--- src/rtl/mci_pkg.sv ---
// Shared constants for the motion command interpreter: frame layout,
// command and status codes, axis parameter numbers, ranges and reset values.
// Assumes nothing of its surroundings.
package mci_pkg;

	// Frame layout: eight payload bytes, then the checksum byte
	localparam logic [3:0]  FRAME_LAST_IDX    = 4'h8;
	localparam logic [3:0]  FRAME_DONE_IDX    = 4'h9;

	// Command numbers
	localparam logic [7:0]  ROTATE_RIGHT_CMD   = 8'h01;
	localparam logic [7:0]  ROTATE_LEFT_CMD    = 8'h02;
	localparam logic [7:0]  MOTOR_HALT_CMD     = 8'h03;
	localparam logic [7:0]  MOVE_TO_POSITION_CMD = 8'h04;
	localparam logic [7:0]  SET_AXIS_PARAM_CMD = 8'h05;
	localparam logic [7:0]  GET_AXIS_PARAM_CMD = 8'h06;
	localparam logic [7:0]  CALCULATE_CMD      = 8'h13;
	localparam logic [7:0]  COMPARE_CMD        = 8'h14;
	localparam logic [7:0]  COND_JUMP_CMD      = 8'h15;
	localparam logic [7:0]  UNCONDITIONAL_JUMP_CMD = 8'h16;
	localparam logic [7:0]  PROGRAM_END_CMD    = 8'h1C;
	localparam logic [7:0]  APP_STOP_CMD       = 8'h80;
	localparam logic [7:0]  APP_RUN_CMD        = 8'h81;
	localparam logic [7:0]  STORE_ENTER_CMD    = 8'h84;
	localparam logic [7:0]  STORE_EXIT_CMD     = 8'h85;

	// Reply status codes
	localparam logic [7:0]  STS_OK             = 8'h64;
	localparam logic [7:0]  STS_STORED         = 8'h65;
	localparam logic [7:0]  STS_BAD_CKSUM      = 8'h01;
	localparam logic [7:0]  STS_BAD_CMD        = 8'h02;
	localparam logic [7:0]  STS_BAD_TYPE       = 8'h03;
	localparam logic [7:0]  STS_BAD_VALUE      = 8'h04;
	localparam logic [7:0]  STS_LOCKED         = 8'h05;
	localparam logic [7:0]  STS_UNAVAIL        = 8'h06;

	// Axis parameter numbers
	localparam logic [7:0]  AP_SPEED_LIMIT     = 8'h04;
	localparam logic [7:0]  AP_ACCEL_LIMIT     = 8'h05;
	localparam logic [7:0]  AP_RUN_CURRENT     = 8'h06;
	localparam logic [7:0]  AP_HOLD_CURRENT    = 8'h07;

	// Value ranges
	localparam logic [31:0] RAMP_MIN           = 32'h0000_0001;
	localparam logic [31:0] RAMP_MAX           = 32'h0000_07FF;
	localparam logic [31:0] CURRENT_MAX        = 32'h0000_00FF;

	// Values after reset
	localparam logic [10:0] SPEED_LIMIT_RST    = 11'h3E8;
	localparam logic [10:0] ACCEL_LIMIT_RST    = 11'h1F4;
	localparam logic [7:0]  RUN_CURRENT_RST    = 8'h80;
	localparam logic [7:0]  HOLD_CURRENT_RST   = 8'h20;

	// Calculation operations (type field)
	localparam logic [7:0]  CALC_ADD           = 8'h00;
	localparam logic [7:0]  CALC_SUB           = 8'h01;
	localparam logic [7:0]  CALC_AND           = 8'h02;
	localparam logic [7:0]  CALC_OR            = 8'h03;
	localparam logic [7:0]  CALC_XOR           = 8'h04;
	localparam logic [7:0]  CALC_LOAD          = 8'h05;

	// Jump conditions (type field), after a compare
	localparam logic [7:0]  JC_EQ              = 8'h00;
	localparam logic [7:0]  JC_NE              = 8'h01;
	localparam logic [7:0]  JC_GT              = 8'h02;
	localparam logic [7:0]  JC_GE              = 8'h03;
	localparam logic [7:0]  JC_LT              = 8'h04;
	localparam logic [7:0]  JC_LE              = 8'h05;

	typedef enum logic [1:0] {
		MCI_RECV  = 2'b00,
		MCI_EXEC  = 2'b01,
		MCI_REPLY = 2'b10
	} mci_state_t;

endpackage

--- src/rtl/mci_interp.sv ---
// Single-axis motion command interpreter: receives nine-byte command frames,
// executes them or stores them as a program, runs stored programs, replies.
// Assumes a byte-wide receive stream and a valid/ready transmit sink on CLK.
//
// Summary of operation
// - Host is sole master; the device only answers commands it receives.
// - Each command is fully executed before its single reply starts.
// - Line is driven only while a reply is sent; never unsolicited.
// - Each command is decoded and its setup, reads and writes carried out.
// - Parameter 4 holds the positioning speed limit, readable and writable.
// - Parameter 5 holds ramp acceleration, also used in velocity mode.
// - Parameter 6 sets run current, 0 to 255 meaning 0 to full.
// - Parameter 7 sets hold current on the same scale.
// - Rotate-left starts continuous rotation at the commanded speed.
// - Motor halt stops the rotating motor.
// - Stored programs run without host, including jumps, compares, calculations.
// - Direct-mode commands use the binary encoding only.
// - Frame: address, command, type, motor, four value bytes MSB first, checksum.
// - Checksum is the 8-bit sum of all preceding bytes, both directions.
// - Reply: reply address, module address, status, command, value, checksum.
// - Status codes report stored, bad checksum, command, type, value, lock, unavailable.
`timescale 1ns/100ps
module mci_interp
	import mci_pkg::*;
#(
	parameter logic [7:0] MODULE_ADDR = 8'h01,
	parameter logic [7:0] REPLY_ADDR  = 8'h02,
	parameter int         PROG_DEPTH  = 64
)
(
	input  wire logic        CLK,
	input  wire logic        SRST,
	input  wire logic        RX_VALID,
	input  wire logic [7:0]  RX_DATA,
	input  wire logic        TX_READY,
	output logic             TX_VALID,
	output logic [7:0]       TX_DATA,
	output logic             TX_ENABLE,
	output logic             MOTOR_RUN,
	output logic             MOTOR_DIR,
	output logic [10:0]      MOTOR_SPEED,
	output logic [10:0]      RAMP_ACCEL,
	output logic [7:0]       COIL_CURRENT,
	output logic [31:0]      MOVE_TARGET,
	output logic             MOVE_START,
	output logic             PROG_ACTIVE,
	output logic             STORE_ACTIVE
);

	localparam int PW = $clog2(PROG_DEPTH);
	localparam logic [PW-1:0] PC_LAST = PW'(PROG_DEPTH - 1);

	mci_state_t  state_q;
	logic [3:0]  rx_idx_q;
	logic [7:0]  rx_buf_q [8];
	logic [7:0]  rx_sum_q;
	logic        cks_ok_q;

	logic [55:0] prog_mem [PROG_DEPTH];
	logic [55:0] pm_word;
	logic [PW-1:0] pc_q;
	logic [PW-1:0] wr_ptr_q;
	logic        run_prog_q;
	logic        store_mode_q;
	logic [31:0] accu_q;
	logic        cmp_eq_q;
	logic        cmp_lt_q;

	logic [10:0] speed_lim_q;
	logic [10:0] accel_lim_q;
	logic [7:0]  run_cur_q;
	logic [7:0]  hold_cur_q;

	logic        src_host;
	logic        ex_go;
	logic [7:0]  ex_cmd;
	logic [7:0]  ex_type;
	logic [7:0]  ex_mot;
	logic [31:0] ex_val;
	logic [7:0]  ex_status;
	logic [31:0] ex_rval;
	logic        do_rotate;
	logic        do_halt;
	logic        do_move;
	logic        do_sap;
	logic        do_calc;
	logic        do_comp;
	logic        do_jump;
	logic        do_end;
	logic        do_run;
	logic        do_store;
	logic        do_enter;
	logic        do_exit;
	logic        cond_true;
	logic        tx_done;

	// Frame reception
	always_ff @(posedge CLK) begin
		if (SRST) begin
			rx_idx_q <= 4'h0;
			rx_sum_q <= 8'h00;
			cks_ok_q <= 1'b0;
			for (int i = 0; i < 8; i++) begin
				rx_buf_q[i] <= 8'h00;
			end
		end else if (RX_VALID && state_q == MCI_RECV) begin
			if (rx_idx_q == FRAME_LAST_IDX) begin
				cks_ok_q <= (RX_DATA == rx_sum_q);
				rx_idx_q <= 4'h0;
				rx_sum_q <= 8'h00;
			end else begin
				rx_buf_q[rx_idx_q[2:0]] <= RX_DATA;
				rx_sum_q <= rx_sum_q + RX_DATA;
				rx_idx_q <= rx_idx_q + 4'h1;
			end
		end
	end

	// Sequencing; frames for other nodes are dropped without a reply
	always_ff @(posedge CLK) begin
		if (SRST) begin
			state_q <= MCI_RECV;
		end else begin
			case (state_q)
				MCI_RECV: begin
					if (RX_VALID && rx_idx_q == FRAME_LAST_IDX && rx_buf_q[0] == MODULE_ADDR) begin
						state_q <= MCI_EXEC;
					end
				end
				MCI_EXEC: state_q <= MCI_REPLY;
				MCI_REPLY: begin
					if (tx_done) begin
						state_q <= MCI_RECV;
					end
				end
				default: state_q <= MCI_RECV;
			endcase
		end
	end

	assign pm_word  = prog_mem[pc_q];
	assign src_host = (state_q == MCI_EXEC);
	// Program steps yield to a host command so its reply is never delayed
	assign ex_go    = src_host || (run_prog_q && state_q != MCI_EXEC);

	always_comb begin
		case (ex_type)
			JC_EQ:   cond_true = cmp_eq_q;
			JC_NE:   cond_true = !cmp_eq_q;
			JC_GT:   cond_true = !cmp_eq_q && !cmp_lt_q;
			JC_GE:   cond_true = !cmp_lt_q;
			JC_LT:   cond_true = cmp_lt_q;
			JC_LE:   cond_true = cmp_lt_q || cmp_eq_q;
			default: cond_true = 1'b0;
		endcase
	end

	// Command decode and outcome
	always_comb begin
		ex_cmd    = src_host ? rx_buf_q[1] : pm_word[55:48];
		ex_type   = src_host ? rx_buf_q[2] : pm_word[47:40];
		ex_mot    = src_host ? rx_buf_q[3] : pm_word[39:32];
		ex_val    = src_host ? {rx_buf_q[4], rx_buf_q[5], rx_buf_q[6], rx_buf_q[7]}
		                     : pm_word[31:0];
		ex_status = STS_OK;
		ex_rval   = ex_val;
		do_rotate = 1'b0;
		do_halt   = 1'b0;
		do_move   = 1'b0;
		do_sap    = 1'b0;
		do_calc   = 1'b0;
		do_comp   = 1'b0;
		do_jump   = 1'b0;
		do_end    = 1'b0;
		do_run    = 1'b0;
		do_store  = 1'b0;
		do_enter  = 1'b0;
		do_exit   = 1'b0;
		if (src_host && !cks_ok_q) begin
			ex_status = STS_BAD_CKSUM;
		end else if (src_host && store_mode_q && ex_cmd != STORE_EXIT_CMD) begin
			do_store  = 1'b1;
			ex_status = STS_STORED;
		end else begin
			case (ex_cmd)
				ROTATE_RIGHT_CMD, ROTATE_LEFT_CMD: begin
					if (ex_mot != 8'h00 || ex_val > RAMP_MAX) begin
						ex_status = STS_BAD_VALUE;
					end else begin
						do_rotate = 1'b1;
					end
				end
				MOTOR_HALT_CMD: begin
					if (ex_mot != 8'h00) begin
						ex_status = STS_BAD_VALUE;
					end else begin
						do_halt = 1'b1;
					end
				end
				MOVE_TO_POSITION_CMD: begin
					if (ex_type != 8'h00) begin
						ex_status = STS_BAD_TYPE;
					end else if (ex_mot != 8'h00) begin
						ex_status = STS_BAD_VALUE;
					end else begin
						do_move = 1'b1;
					end
				end
				SET_AXIS_PARAM_CMD: begin
					if (ex_type < AP_SPEED_LIMIT || ex_type > AP_HOLD_CURRENT) begin
						ex_status = STS_BAD_TYPE;
					end else if (ex_mot != 8'h00) begin
						ex_status = STS_BAD_VALUE;
					end else if (ex_type <= AP_ACCEL_LIMIT
					             && (ex_val < RAMP_MIN || ex_val > RAMP_MAX)) begin
						ex_status = STS_BAD_VALUE;
					end else if (ex_type >= AP_RUN_CURRENT && ex_val > CURRENT_MAX) begin
						ex_status = STS_BAD_VALUE;
					end else begin
						do_sap = 1'b1;
					end
				end
				GET_AXIS_PARAM_CMD: begin
					case (ex_type)
						AP_SPEED_LIMIT:  ex_rval = {21'h0, speed_lim_q};
						AP_ACCEL_LIMIT:  ex_rval = {21'h0, accel_lim_q};
						AP_RUN_CURRENT:  ex_rval = {24'h0, run_cur_q};
						AP_HOLD_CURRENT: ex_rval = {24'h0, hold_cur_q};
						default:         ex_status = STS_BAD_TYPE;
					endcase
					if (ex_mot != 8'h00) begin
						ex_status = STS_BAD_VALUE;
					end
				end
				CALCULATE_CMD, COMPARE_CMD, COND_JUMP_CMD, UNCONDITIONAL_JUMP_CMD,
				PROGRAM_END_CMD: begin
					if (src_host) begin
						ex_status = STS_UNAVAIL;
					end else if (ex_cmd == CALCULATE_CMD) begin
						if (ex_type > CALC_LOAD) begin
							ex_status = STS_BAD_TYPE;
						end else begin
							do_calc = 1'b1;
						end
					end else if (ex_cmd == COMPARE_CMD) begin
						do_comp = 1'b1;
					end else if (ex_cmd == PROGRAM_END_CMD) begin
						do_end = 1'b1;
					end else if (ex_val >= 32'(PROG_DEPTH)) begin
						ex_status = STS_BAD_VALUE;
					end else if (ex_cmd == UNCONDITIONAL_JUMP_CMD) begin
						do_jump = 1'b1;
					end else if (ex_type > JC_LE) begin
						ex_status = STS_BAD_TYPE;
					end else begin
						do_jump = cond_true;
					end
				end
				APP_STOP_CMD, APP_RUN_CMD, STORE_ENTER_CMD, STORE_EXIT_CMD: begin
					if (!src_host) begin
						ex_status = STS_UNAVAIL;
					end else if (ex_cmd == APP_STOP_CMD) begin
						do_end = 1'b1;
					end else if (ex_cmd == STORE_EXIT_CMD) begin
						do_exit = 1'b1;
					end else if (ex_cmd == STORE_ENTER_CMD && run_prog_q) begin
						ex_status = STS_LOCKED;
					end else if (ex_cmd == STORE_ENTER_CMD) begin
						do_enter = 1'b1;
					end else if (ex_val >= 32'(PROG_DEPTH)) begin
						ex_status = STS_BAD_VALUE;
					end else begin
						do_run = 1'b1;
					end
				end
				default: ex_status = STS_BAD_CMD;
			endcase
		end
	end

	// Axis parameters
	always_ff @(posedge CLK) begin
		if (SRST) begin
			speed_lim_q <= SPEED_LIMIT_RST;
			accel_lim_q <= ACCEL_LIMIT_RST;
			run_cur_q   <= RUN_CURRENT_RST;
			hold_cur_q  <= HOLD_CURRENT_RST;
		end else if (ex_go && do_sap) begin
			case (ex_type)
				AP_SPEED_LIMIT: speed_lim_q <= ex_val[10:0];
				AP_ACCEL_LIMIT: accel_lim_q <= ex_val[10:0];
				AP_RUN_CURRENT: run_cur_q   <= ex_val[7:0];
				default:        hold_cur_q  <= ex_val[7:0];
			endcase
		end
	end

	// Motion outputs
	always_ff @(posedge CLK) begin
		if (SRST) begin
			MOTOR_RUN    <= 1'b0;
			MOTOR_DIR    <= 1'b0;
			MOTOR_SPEED  <= 11'h000;
			MOVE_TARGET  <= 32'h0;
			MOVE_START   <= 1'b0;
			RAMP_ACCEL   <= ACCEL_LIMIT_RST;
			COIL_CURRENT <= HOLD_CURRENT_RST;
		end else begin
			MOVE_START   <= ex_go && do_move;
			RAMP_ACCEL   <= accel_lim_q;
			// Standby current lets the motor cool while stationary
			COIL_CURRENT <= MOTOR_RUN ? run_cur_q : hold_cur_q;
			if (ex_go && do_rotate) begin
				MOTOR_RUN   <= 1'b1;
				MOTOR_DIR   <= (ex_cmd == ROTATE_LEFT_CMD);
				MOTOR_SPEED <= ex_val[10:0];
			end else if (ex_go && do_halt) begin
				MOTOR_RUN   <= 1'b0;
			end else if (ex_go && do_move) begin
				MOTOR_SPEED <= speed_lim_q;
				MOVE_TARGET <= ex_val;
			end
		end
	end

	// Program store and execution
	always_ff @(posedge CLK) begin
		if (ex_go && do_store) begin
			prog_mem[wr_ptr_q] <= {ex_cmd, ex_type, ex_mot, ex_val};
		end
	end

	always_ff @(posedge CLK) begin
		if (SRST) begin
			store_mode_q <= 1'b0;
			wr_ptr_q     <= '0;
			run_prog_q   <= 1'b0;
			pc_q         <= '0;
		end else begin
			if (ex_go && do_enter) begin
				store_mode_q <= 1'b1;
				wr_ptr_q     <= '0;
			end else if (ex_go && do_exit) begin
				store_mode_q <= 1'b0;
			end else if (ex_go && do_store) begin
				wr_ptr_q <= wr_ptr_q + 1'b1;
			end
			if (src_host) begin
				if (do_run) begin
					run_prog_q <= 1'b1;
					pc_q       <= ex_val[PW-1:0];
				end else if (do_end) begin
					run_prog_q <= 1'b0;
				end
			end else if (ex_go) begin
				// A failing step ends the program instead of running on blindly
				if (do_end || ex_status != STS_OK || (!do_jump && pc_q == PC_LAST)) begin
					run_prog_q <= 1'b0;
				end else if (do_jump) begin
					pc_q <= ex_val[PW-1:0];
				end else begin
					pc_q <= pc_q + 1'b1;
				end
			end
		end
	end

	always_ff @(posedge CLK) begin
		if (SRST) begin
			accu_q   <= 32'h0;
			cmp_eq_q <= 1'b0;
			cmp_lt_q <= 1'b0;
		end else if (ex_go && do_calc) begin
			case (ex_type)
				CALC_ADD: accu_q <= accu_q + ex_val;
				CALC_SUB: accu_q <= accu_q - ex_val;
				CALC_AND: accu_q <= accu_q & ex_val;
				CALC_OR:  accu_q <= accu_q | ex_val;
				CALC_XOR: accu_q <= accu_q ^ ex_val;
				default:  accu_q <= ex_val;
			endcase
		end else if (ex_go && do_comp) begin
			cmp_eq_q <= (accu_q == ex_val);
			cmp_lt_q <= ($signed(accu_q) < $signed(ex_val));
		end
	end

	always_ff @(posedge CLK) begin
		if (SRST) begin
			PROG_ACTIVE  <= 1'b0;
			STORE_ACTIVE <= 1'b0;
		end else begin
			PROG_ACTIVE  <= run_prog_q;
			STORE_ACTIVE <= store_mode_q;
		end
	end

	// Reply is launched in the execute cycle, after all effects are decided
	mci_reply_tx u_reply (
		.clk       (CLK),
		.srst      (SRST),
		.start     (src_host),
		.payload   ({REPLY_ADDR, MODULE_ADDR, ex_status, ex_cmd, ex_rval}),
		.tx_ready  (TX_READY),
		.tx_valid  (TX_VALID),
		.tx_data   (TX_DATA),
		.tx_enable (TX_ENABLE),
		.done      (tx_done)
	);

endmodule // mci_interp

--- src/rtl/mci_reply_tx.sv ---
// Reply serialiser: sends eight payload bytes MSB first, then their 8-bit sum.
// Assumes a byte sink with valid/ready handshake on the same clock.
`timescale 1ns/100ps
module mci_reply_tx
	import mci_pkg::*;
(
	input  wire logic        clk,
	input  wire logic        srst,
	input  wire logic        start,
	input  wire logic [63:0] payload,
	input  wire logic        tx_ready,
	output logic             tx_valid,
	output logic [7:0]       tx_data,
	output logic             tx_enable,
	output logic             done
);

	logic [63:0] buf_q;
	logic [3:0]  idx_q;
	logic [7:0]  sum_q;

	always_ff @(posedge clk) begin
		if (srst) begin
			buf_q     <= 64'h0;
			idx_q     <= 4'h0;
			sum_q     <= 8'h00;
			tx_valid  <= 1'b0;
			tx_data   <= 8'h00;
			tx_enable <= 1'b0;
			done      <= 1'b0;
		end else begin
			done <= 1'b0;
			if (start && !tx_enable) begin
				// Drive the line only while a reply is in flight
				tx_enable <= 1'b1;
				tx_valid  <= 1'b1;
				tx_data   <= payload[63:56];
				sum_q     <= payload[63:56];
				buf_q     <= {payload[55:0], 8'h00};
				idx_q     <= 4'h1;
			end else if (tx_valid && tx_ready) begin
				if (idx_q == FRAME_DONE_IDX) begin
					tx_valid  <= 1'b0;
					tx_enable <= 1'b0;
					done      <= 1'b1;
				end else if (idx_q == FRAME_LAST_IDX) begin
					tx_data <= sum_q;
					idx_q   <= FRAME_DONE_IDX;
				end else begin
					tx_data <= buf_q[63:56];
					sum_q   <= sum_q + buf_q[63:56];
					buf_q   <= {buf_q[55:0], 8'h00};
					idx_q   <= idx_q + 4'h1;
				end
			end
		end
	end

endmodule // mci_reply_tx

--- config.mk ---
export PLATFORM = sky130hd
export DESIGN_NAME = mci_interp
export DESIGN_NICKNAME = d
export VERILOG_FILES = /design/src/rtl/mci_pkg.sv /design/src/rtl/mci_interp.sv /design/src/rtl/mci_reply_tx.sv
export SDC_FILE = /design/constraint.sdc
export NUM_CORES = 2
export LEC_CHECK = 0
export BUFFER_PORTS_ARGS = -buffer_cell sky130_fd_sc_hd__buf_2
export CAP_MARGIN = 0
export CORE_MARGIN = 8
export CORE_UTILIZATION = 39
export DETAILED_ROUTE_END_ITERATION = 8
export GPL_TIMING_DRIVEN = 1
export PLACE_DENSITY = 0.49
export SYNTH_ARGS = -nofsm -noshare
export SYNTH_HDL_FRONTEND = slang
export SYNTH_SLANG_ARGS = --single-unit
--- constraint.sdc ---
create_clock -name CLK -period 10.3 [get_ports CLK]
set_input_delay 0 -clock CLK [delete_from_list [all_inputs] [get_ports CLK]]
set_output_delay 0 -clock CLK [all_outputs]
set_load 0.05 [all_outputs]
After elaboration in Yosys (flattened, before gate mapping)
Memory sizes are Yosys's and may differ from the RTL's. A register that Yosys moved wholly into a read port is not among the register bits.
Cells that the tools add are included.

word-level totals
  register bits after elaboration = 246
  memories kept = 2
  input port bits = 12
  memory bits (writable) = 3648

memories
  name      words  width  rd ports  clocked after memory_dff  wr ports  RTL line          RTL
  prog_mem  64     56     1         1                         1         mci_interp.sv:59  logic [55:0] prog_mem [PROG_DEPTH];
  rx_buf_q  8      8      8         0                         8         mci_interp.sv:55  logic [7:0] rx_buf_q [8];

cells by class
  bitwise gates (word level) = 11
  eq/ne operators = 42
  reductions and logical operators = 72
  order comparisons = 10
  mux-type cells = 166
  $add $sub $neg = 8

operators with widths
  operator                                                          number
  two-way mux 57 bit                                                4
  case mux 32 bit (5 select lines)                                  1
  two-way mux 7 bit                                                 21
  two-way mux 32 bit                                                4
  case mux 32 bit (4 select lines)                                  1
  two-way mux 1 bit                                                 99
  two-way mux 8 bit                                                 10
  equality test 8 x 3 -> 1 bit (second input constant)              7
  case mux 8 bit (7 select lines)                                   1
  two-way mux 6 bit                                                 7
  equality test 8 x 5 -> 1 bit (second input constant)              5
  two-way mux 11 bit                                                3
  adder 32 bit                                                      1
  AND 32 bit                                                        1
  equality test 32 bit                                              1
  equality test 8 x 2 -> 1 bit (second input constant)              4
  equality test 8 bit (second input constant)                       4
  >= comparator 32 x 7 -> 1 bit (second input constant)             1
  greater-than comparator 32 x 11 -> 1 bit (second input constant)  1
  greater-than comparator 32 x 8 -> 1 bit (second input constant)   1
  less-than comparator 32 x 1 -> 1 bit (second input constant)      1
  less-than comparator 32 bit                                       1
  bitwise OR 32 bit                                                 1
  subtractor 32 bit                                                 1
  other kinds (40)                                                  128

Depth between registers and ports, before layout
  depth after elaboration = 22
  gate-level depth with buffers = 32
  mapped depth without buffers = 23

Modules after synthesis
From an unflattened synthesis, not the netlist that was laid out.

unflattened totals
  cell total of the unflattened synthesis = 8629
  area, all modules = 156619.0 sq um

by module, submodules not included
  module        instances  cells an instance  area an instance (sq um)
  mci_interp    1          8156               152929.2
  mci_reply_tx  1          473                3689.8

Least setup slack after synthesis
OpenSTA, ideal clock, no wires.

  path type = register to register
  start = reg with a tool-made name
  end = reg accu_q[31]
  required time = 10184 ps
  setup slack = 1136 ps
  period minus slack after synthesis = 9164 ps
  buffers on the path = 4
  data arrival time = 9048 ps
  stages on the path, launching flop included = 24
  cell sequence = dfxtp_1 -> clkbuf_1 -> buf_2 -> and2_1 -> clkbuf_1 -> nand2_1 -> o21ai_0 -> a221oi_1 -> nor4_1 -> inv_1 -> ha_1 -> clkbuf_1 -> inv_1 -> or4_1 -> a211o_1 -> a2111oi_0 -> nor2_1 -> nand4_1 -> a21oi_1 -> o31ai_1 -> nor4_1 -> a41oi_1 -> o211ai_1 -> a31o_2

RTL lines
  element               RTL line           RTL
  to (signal assigned)  mci_interp.sv:375  CALC_ADD: accu_q <= accu_q + ex_val;
  to (signal assigned)  mci_interp.sv:376  CALC_SUB: accu_q <= accu_q - ex_val;
  to (signal assigned)  mci_interp.sv:377  CALC_AND: accu_q <= accu_q & ex_val;
  to (decl)             mci_interp.sv:65   logic [31:0] accu_q;

==> impl_metrics.env <==
export IMPL_synth_top_cell_area_share=0.699
export IMPL_slew_headroom=0.132
export IMPL_crit_fanout=71
export IMPL_crit_required_ps=11120
export IMPL_antenna_left=0
export IMPL_post_route_drc_count=0
export IMPL_arrival_ps=9310
export IMPL_end_kind="flop"
export IMPL_period_share=0.824
export IMPL_antenna_found_initial=35
export IMPL_grt_first_pass_wirelength_mm=766
export IMPL_routed_wl_met2_mm=262
export IMPL_grt_util_all_layers=0.260
export IMPL_core_um2=401000
export IMPL_ir_worst_vdd_uv=161
export IMPL_clk_path_buf_depth=4
export IMPL_period_minus_slack_ps=8480
export IMPL_place_congestion=0.889
export IMPL_clk_latency_ps=1020
export IMPL_cts_reportedPaths_clkPinSlew_ps=70
export IMPL_dr_pass1_iters=7
export IMPL_yosys_area_top_type="edfxtp_1"
export IMPL_drive_above_1_share=0.202
export IMPL_max_freq_mhz=118
export IMPL_io_pin_count=89
export IMPL_ys_flop_type="edfxtp_1"
export IMPL_ys_seq_area_frac=0.731
export IMPL_routedWlPerCell_um=38.4
export IMPL_grt_pass1_vias=88400
export IMPL_core_rowCount=233
export IMPL_hold_viol=0
export IMPL_slew_viol_final=0
export IMPL_avgSynthCellArea_um2=18.0
export IMPL_synth_area_leaders="edfxtp_1, mux4_2, mux2i_1"
export IMPL_mostFrequentLayoutCells="edfxtp_1, mux2i_1, mux4_2, clkbuf_16, nand2_1"
export IMPL_yosysUniqueCellTypes=104
export IMPL_met3_length_mm=45.5
export IMPL_ys_warn_count=0
export IMPL_synth_edf_count=3648
export IMPL_die_area_um2=423000
export IMPL_rsz0062_at_grt="false"
export IMPL_num_nets_final=9228
export IMPL_first_iter_violations=12300
export IMPL_postSynth_asyncResetShare=0
export IMPL_skew_ps=91.3
export IMPL_wl_met1_mm=236
export IMPL_tightestPinTransition_ps=1300
export IMPL_setup_tns_final_ps=0
export IMPL_cts_tree="yes"
export IMPL_vias=90700
export IMPL_layout_commonest_cell="edfxtp_1"
export IMPL_port_buffers=88
export IMPL_grt_max_degree=138
export IMPL_holdWs_ps=145
export IMPL_cts_sinks=3900
export IMPL_netlist_instances=8711
export IMPL_routed_via_density=6.15
export IMPL_syn_num_nets=8846
export IMPL_p_leak_uw=0.0561
export IMPL_fillers=34600
export IMPL_wirelength_mm=567
export IMPL_fp_dieH_um=650
export IMPL_max_cap_violations=0
export IMPL_post_cts_buffers=0
export IMPL_reg2reg_slack_ps=1820
export IMPL_setup_viol=0
export IMPL_cts_root_buf="clkbuf_16"
export IMPL_start_kind="flop"
export IMPL_power_density_nw_per_um2=186
export IMPL_hp_class="input port to flop"
export IMPL_htree_levels=5
export IMPL_synth_seq_cells=3900
export IMPL_topRoutingLayerUsed="met5"
export IMPL_syn_cell_area_um2=157000
export IMPL_cts_buffers=421
export IMPL_initial_utilization=0.391
export IMPL_area_growth_pct=14.3
export IMPL_fp_dieW_um=650
export IMPL_grt_overflow_total=0
export IMPL_critPathKind="flop to flop"
export IMPL_hpwl_mm=328
export IMPL_outcome="finished clean"
## stage by stage
step / std cells / power [uW] / utilization / worst slack [ps] / area, um^2
3_5_place_dp: 13900 / 18500 / 0.412 / 2030 / 165000
6_report: 14800 / 33300 / 0.446 / 1820 / 179000
3_3_place_gp: 13900 / 18500 / 0.412 / 1910 / 165000
5_1_grt: 14700 / 34100 / 0.446 / 1520 / 179000
4_1_cts: 14700 / 33500 / 0.446 / 2000 / 179000
2_1_floorplan: 8711 / 18100 / - / 1140 / 157000
## power breakdown
| part | switching (uW) | total (uW) | internal [uW] |
|---|---|---|---|
| clock | 6440 | 15100 | 8670 |
| sequential | 31.2 | 17400 | 17400 |
| combinational | 644 | 778 | 134 |
| total | 7120 | 33300 | 26200 |
## repair_timing
action	CTS	global route
gates resized for setup	0	0
endpoints found under the hold margin	197	0
hold buffers	15	0
## sequential cells by signal, indices dropped and copies added (netlist names), 32 cells and up, named ones only
register / flops
prog_mem: 3584
rx_buf_q: 64
u_reply.buf_q: 56
accu_q: 32
MOVE_TARGET: 32
## logic make-up after synthesis
kind of cell | synth area share
buffers and inverters | 0.0221
adder cells (fa/ha/maj) | 0.0100
XOR/XNOR | 0.00179
AND/OR/NAND/NOR | 0.0422
flip-flops | 0.731
AO/OA/AOI/OAI | 0.0553
multiplexers | 0.138
## critical path: stages, from the launching register on
cell	delay, ps
dfxtp_4	1000
buf_4	390
buf_12	460
mux2i_1	290
o22ai_1	100
a2111oi_0	930
a41oi_1	350
a221o_2	400
inv_1	470
ha_1	430
inv_1	140
o21bai_1	90
a21o_1	220
a21oi_1	250
o21ai_0	250
o21ai_0	650
o211ai_1	310
a311oi_1	630
o41a_1	210
o211ai_1	80
o311ai_0	370
o31ai_1	130
## cell type report
cell class | instances | area (um^2) | area share
flip-flops and latches | 3900 | 115000 | 0.640
multi-input cells | 4175 | 39600 | 0.221
clock buffers | 519 | 11100 | 0.0618
well taps | 5287 | 6620 | 0.0369
repair buffers | 467 | 4100 | 0.0229
clock inverters | 254 | 2580 | 0.0144
inverters | 128 | 487 | 0.00272
diodes | 26 | 65.1 | 0.000363
## routing by layer
metal / vias to the layer above / track usage
met3: 942 / 0.0410
met1: 49200 / 0.365
met5: - / 0.000905
met4: 4 / 0.0917
li1: 36100 / -
met2: 4564 / 0.412
## cells in the mapped netlist, drive strengths merged, types with 22 or more instances
cell type,number
clkbuf,240
nor4,37
a22o,29
a221oi,82
mux2i,679
a211o,22
or2,35
nand4,35
nor2,461
a211oi,52
a311oi,30
mux2,39
o22ai,104
a31oi,46
a21oi,258
buf,268
or3,22
nand2b,29
nand2,398
dfxtp,252
nand3,147
a21o,31
nor3,75
nor2b,36
ha,119
edfxtp,3648
and2,81
mux4,635
o21ai,137
inv,126
o211ai,23
a22oi,250
## path summary, 6_finish.rpt
path                           from                 to  depth (start not counted)
setup reg to reg               flop         accu_q[30]                         21
setup / recovery               flop         accu_q[30]                         21
hold / removal                 SRST    MOVE_TARGET[10]                          3
hold reg to reg   u_reply.buf_q[51]  u_reply.buf_q[59]                          2
(Power assumes the default switching activity.)
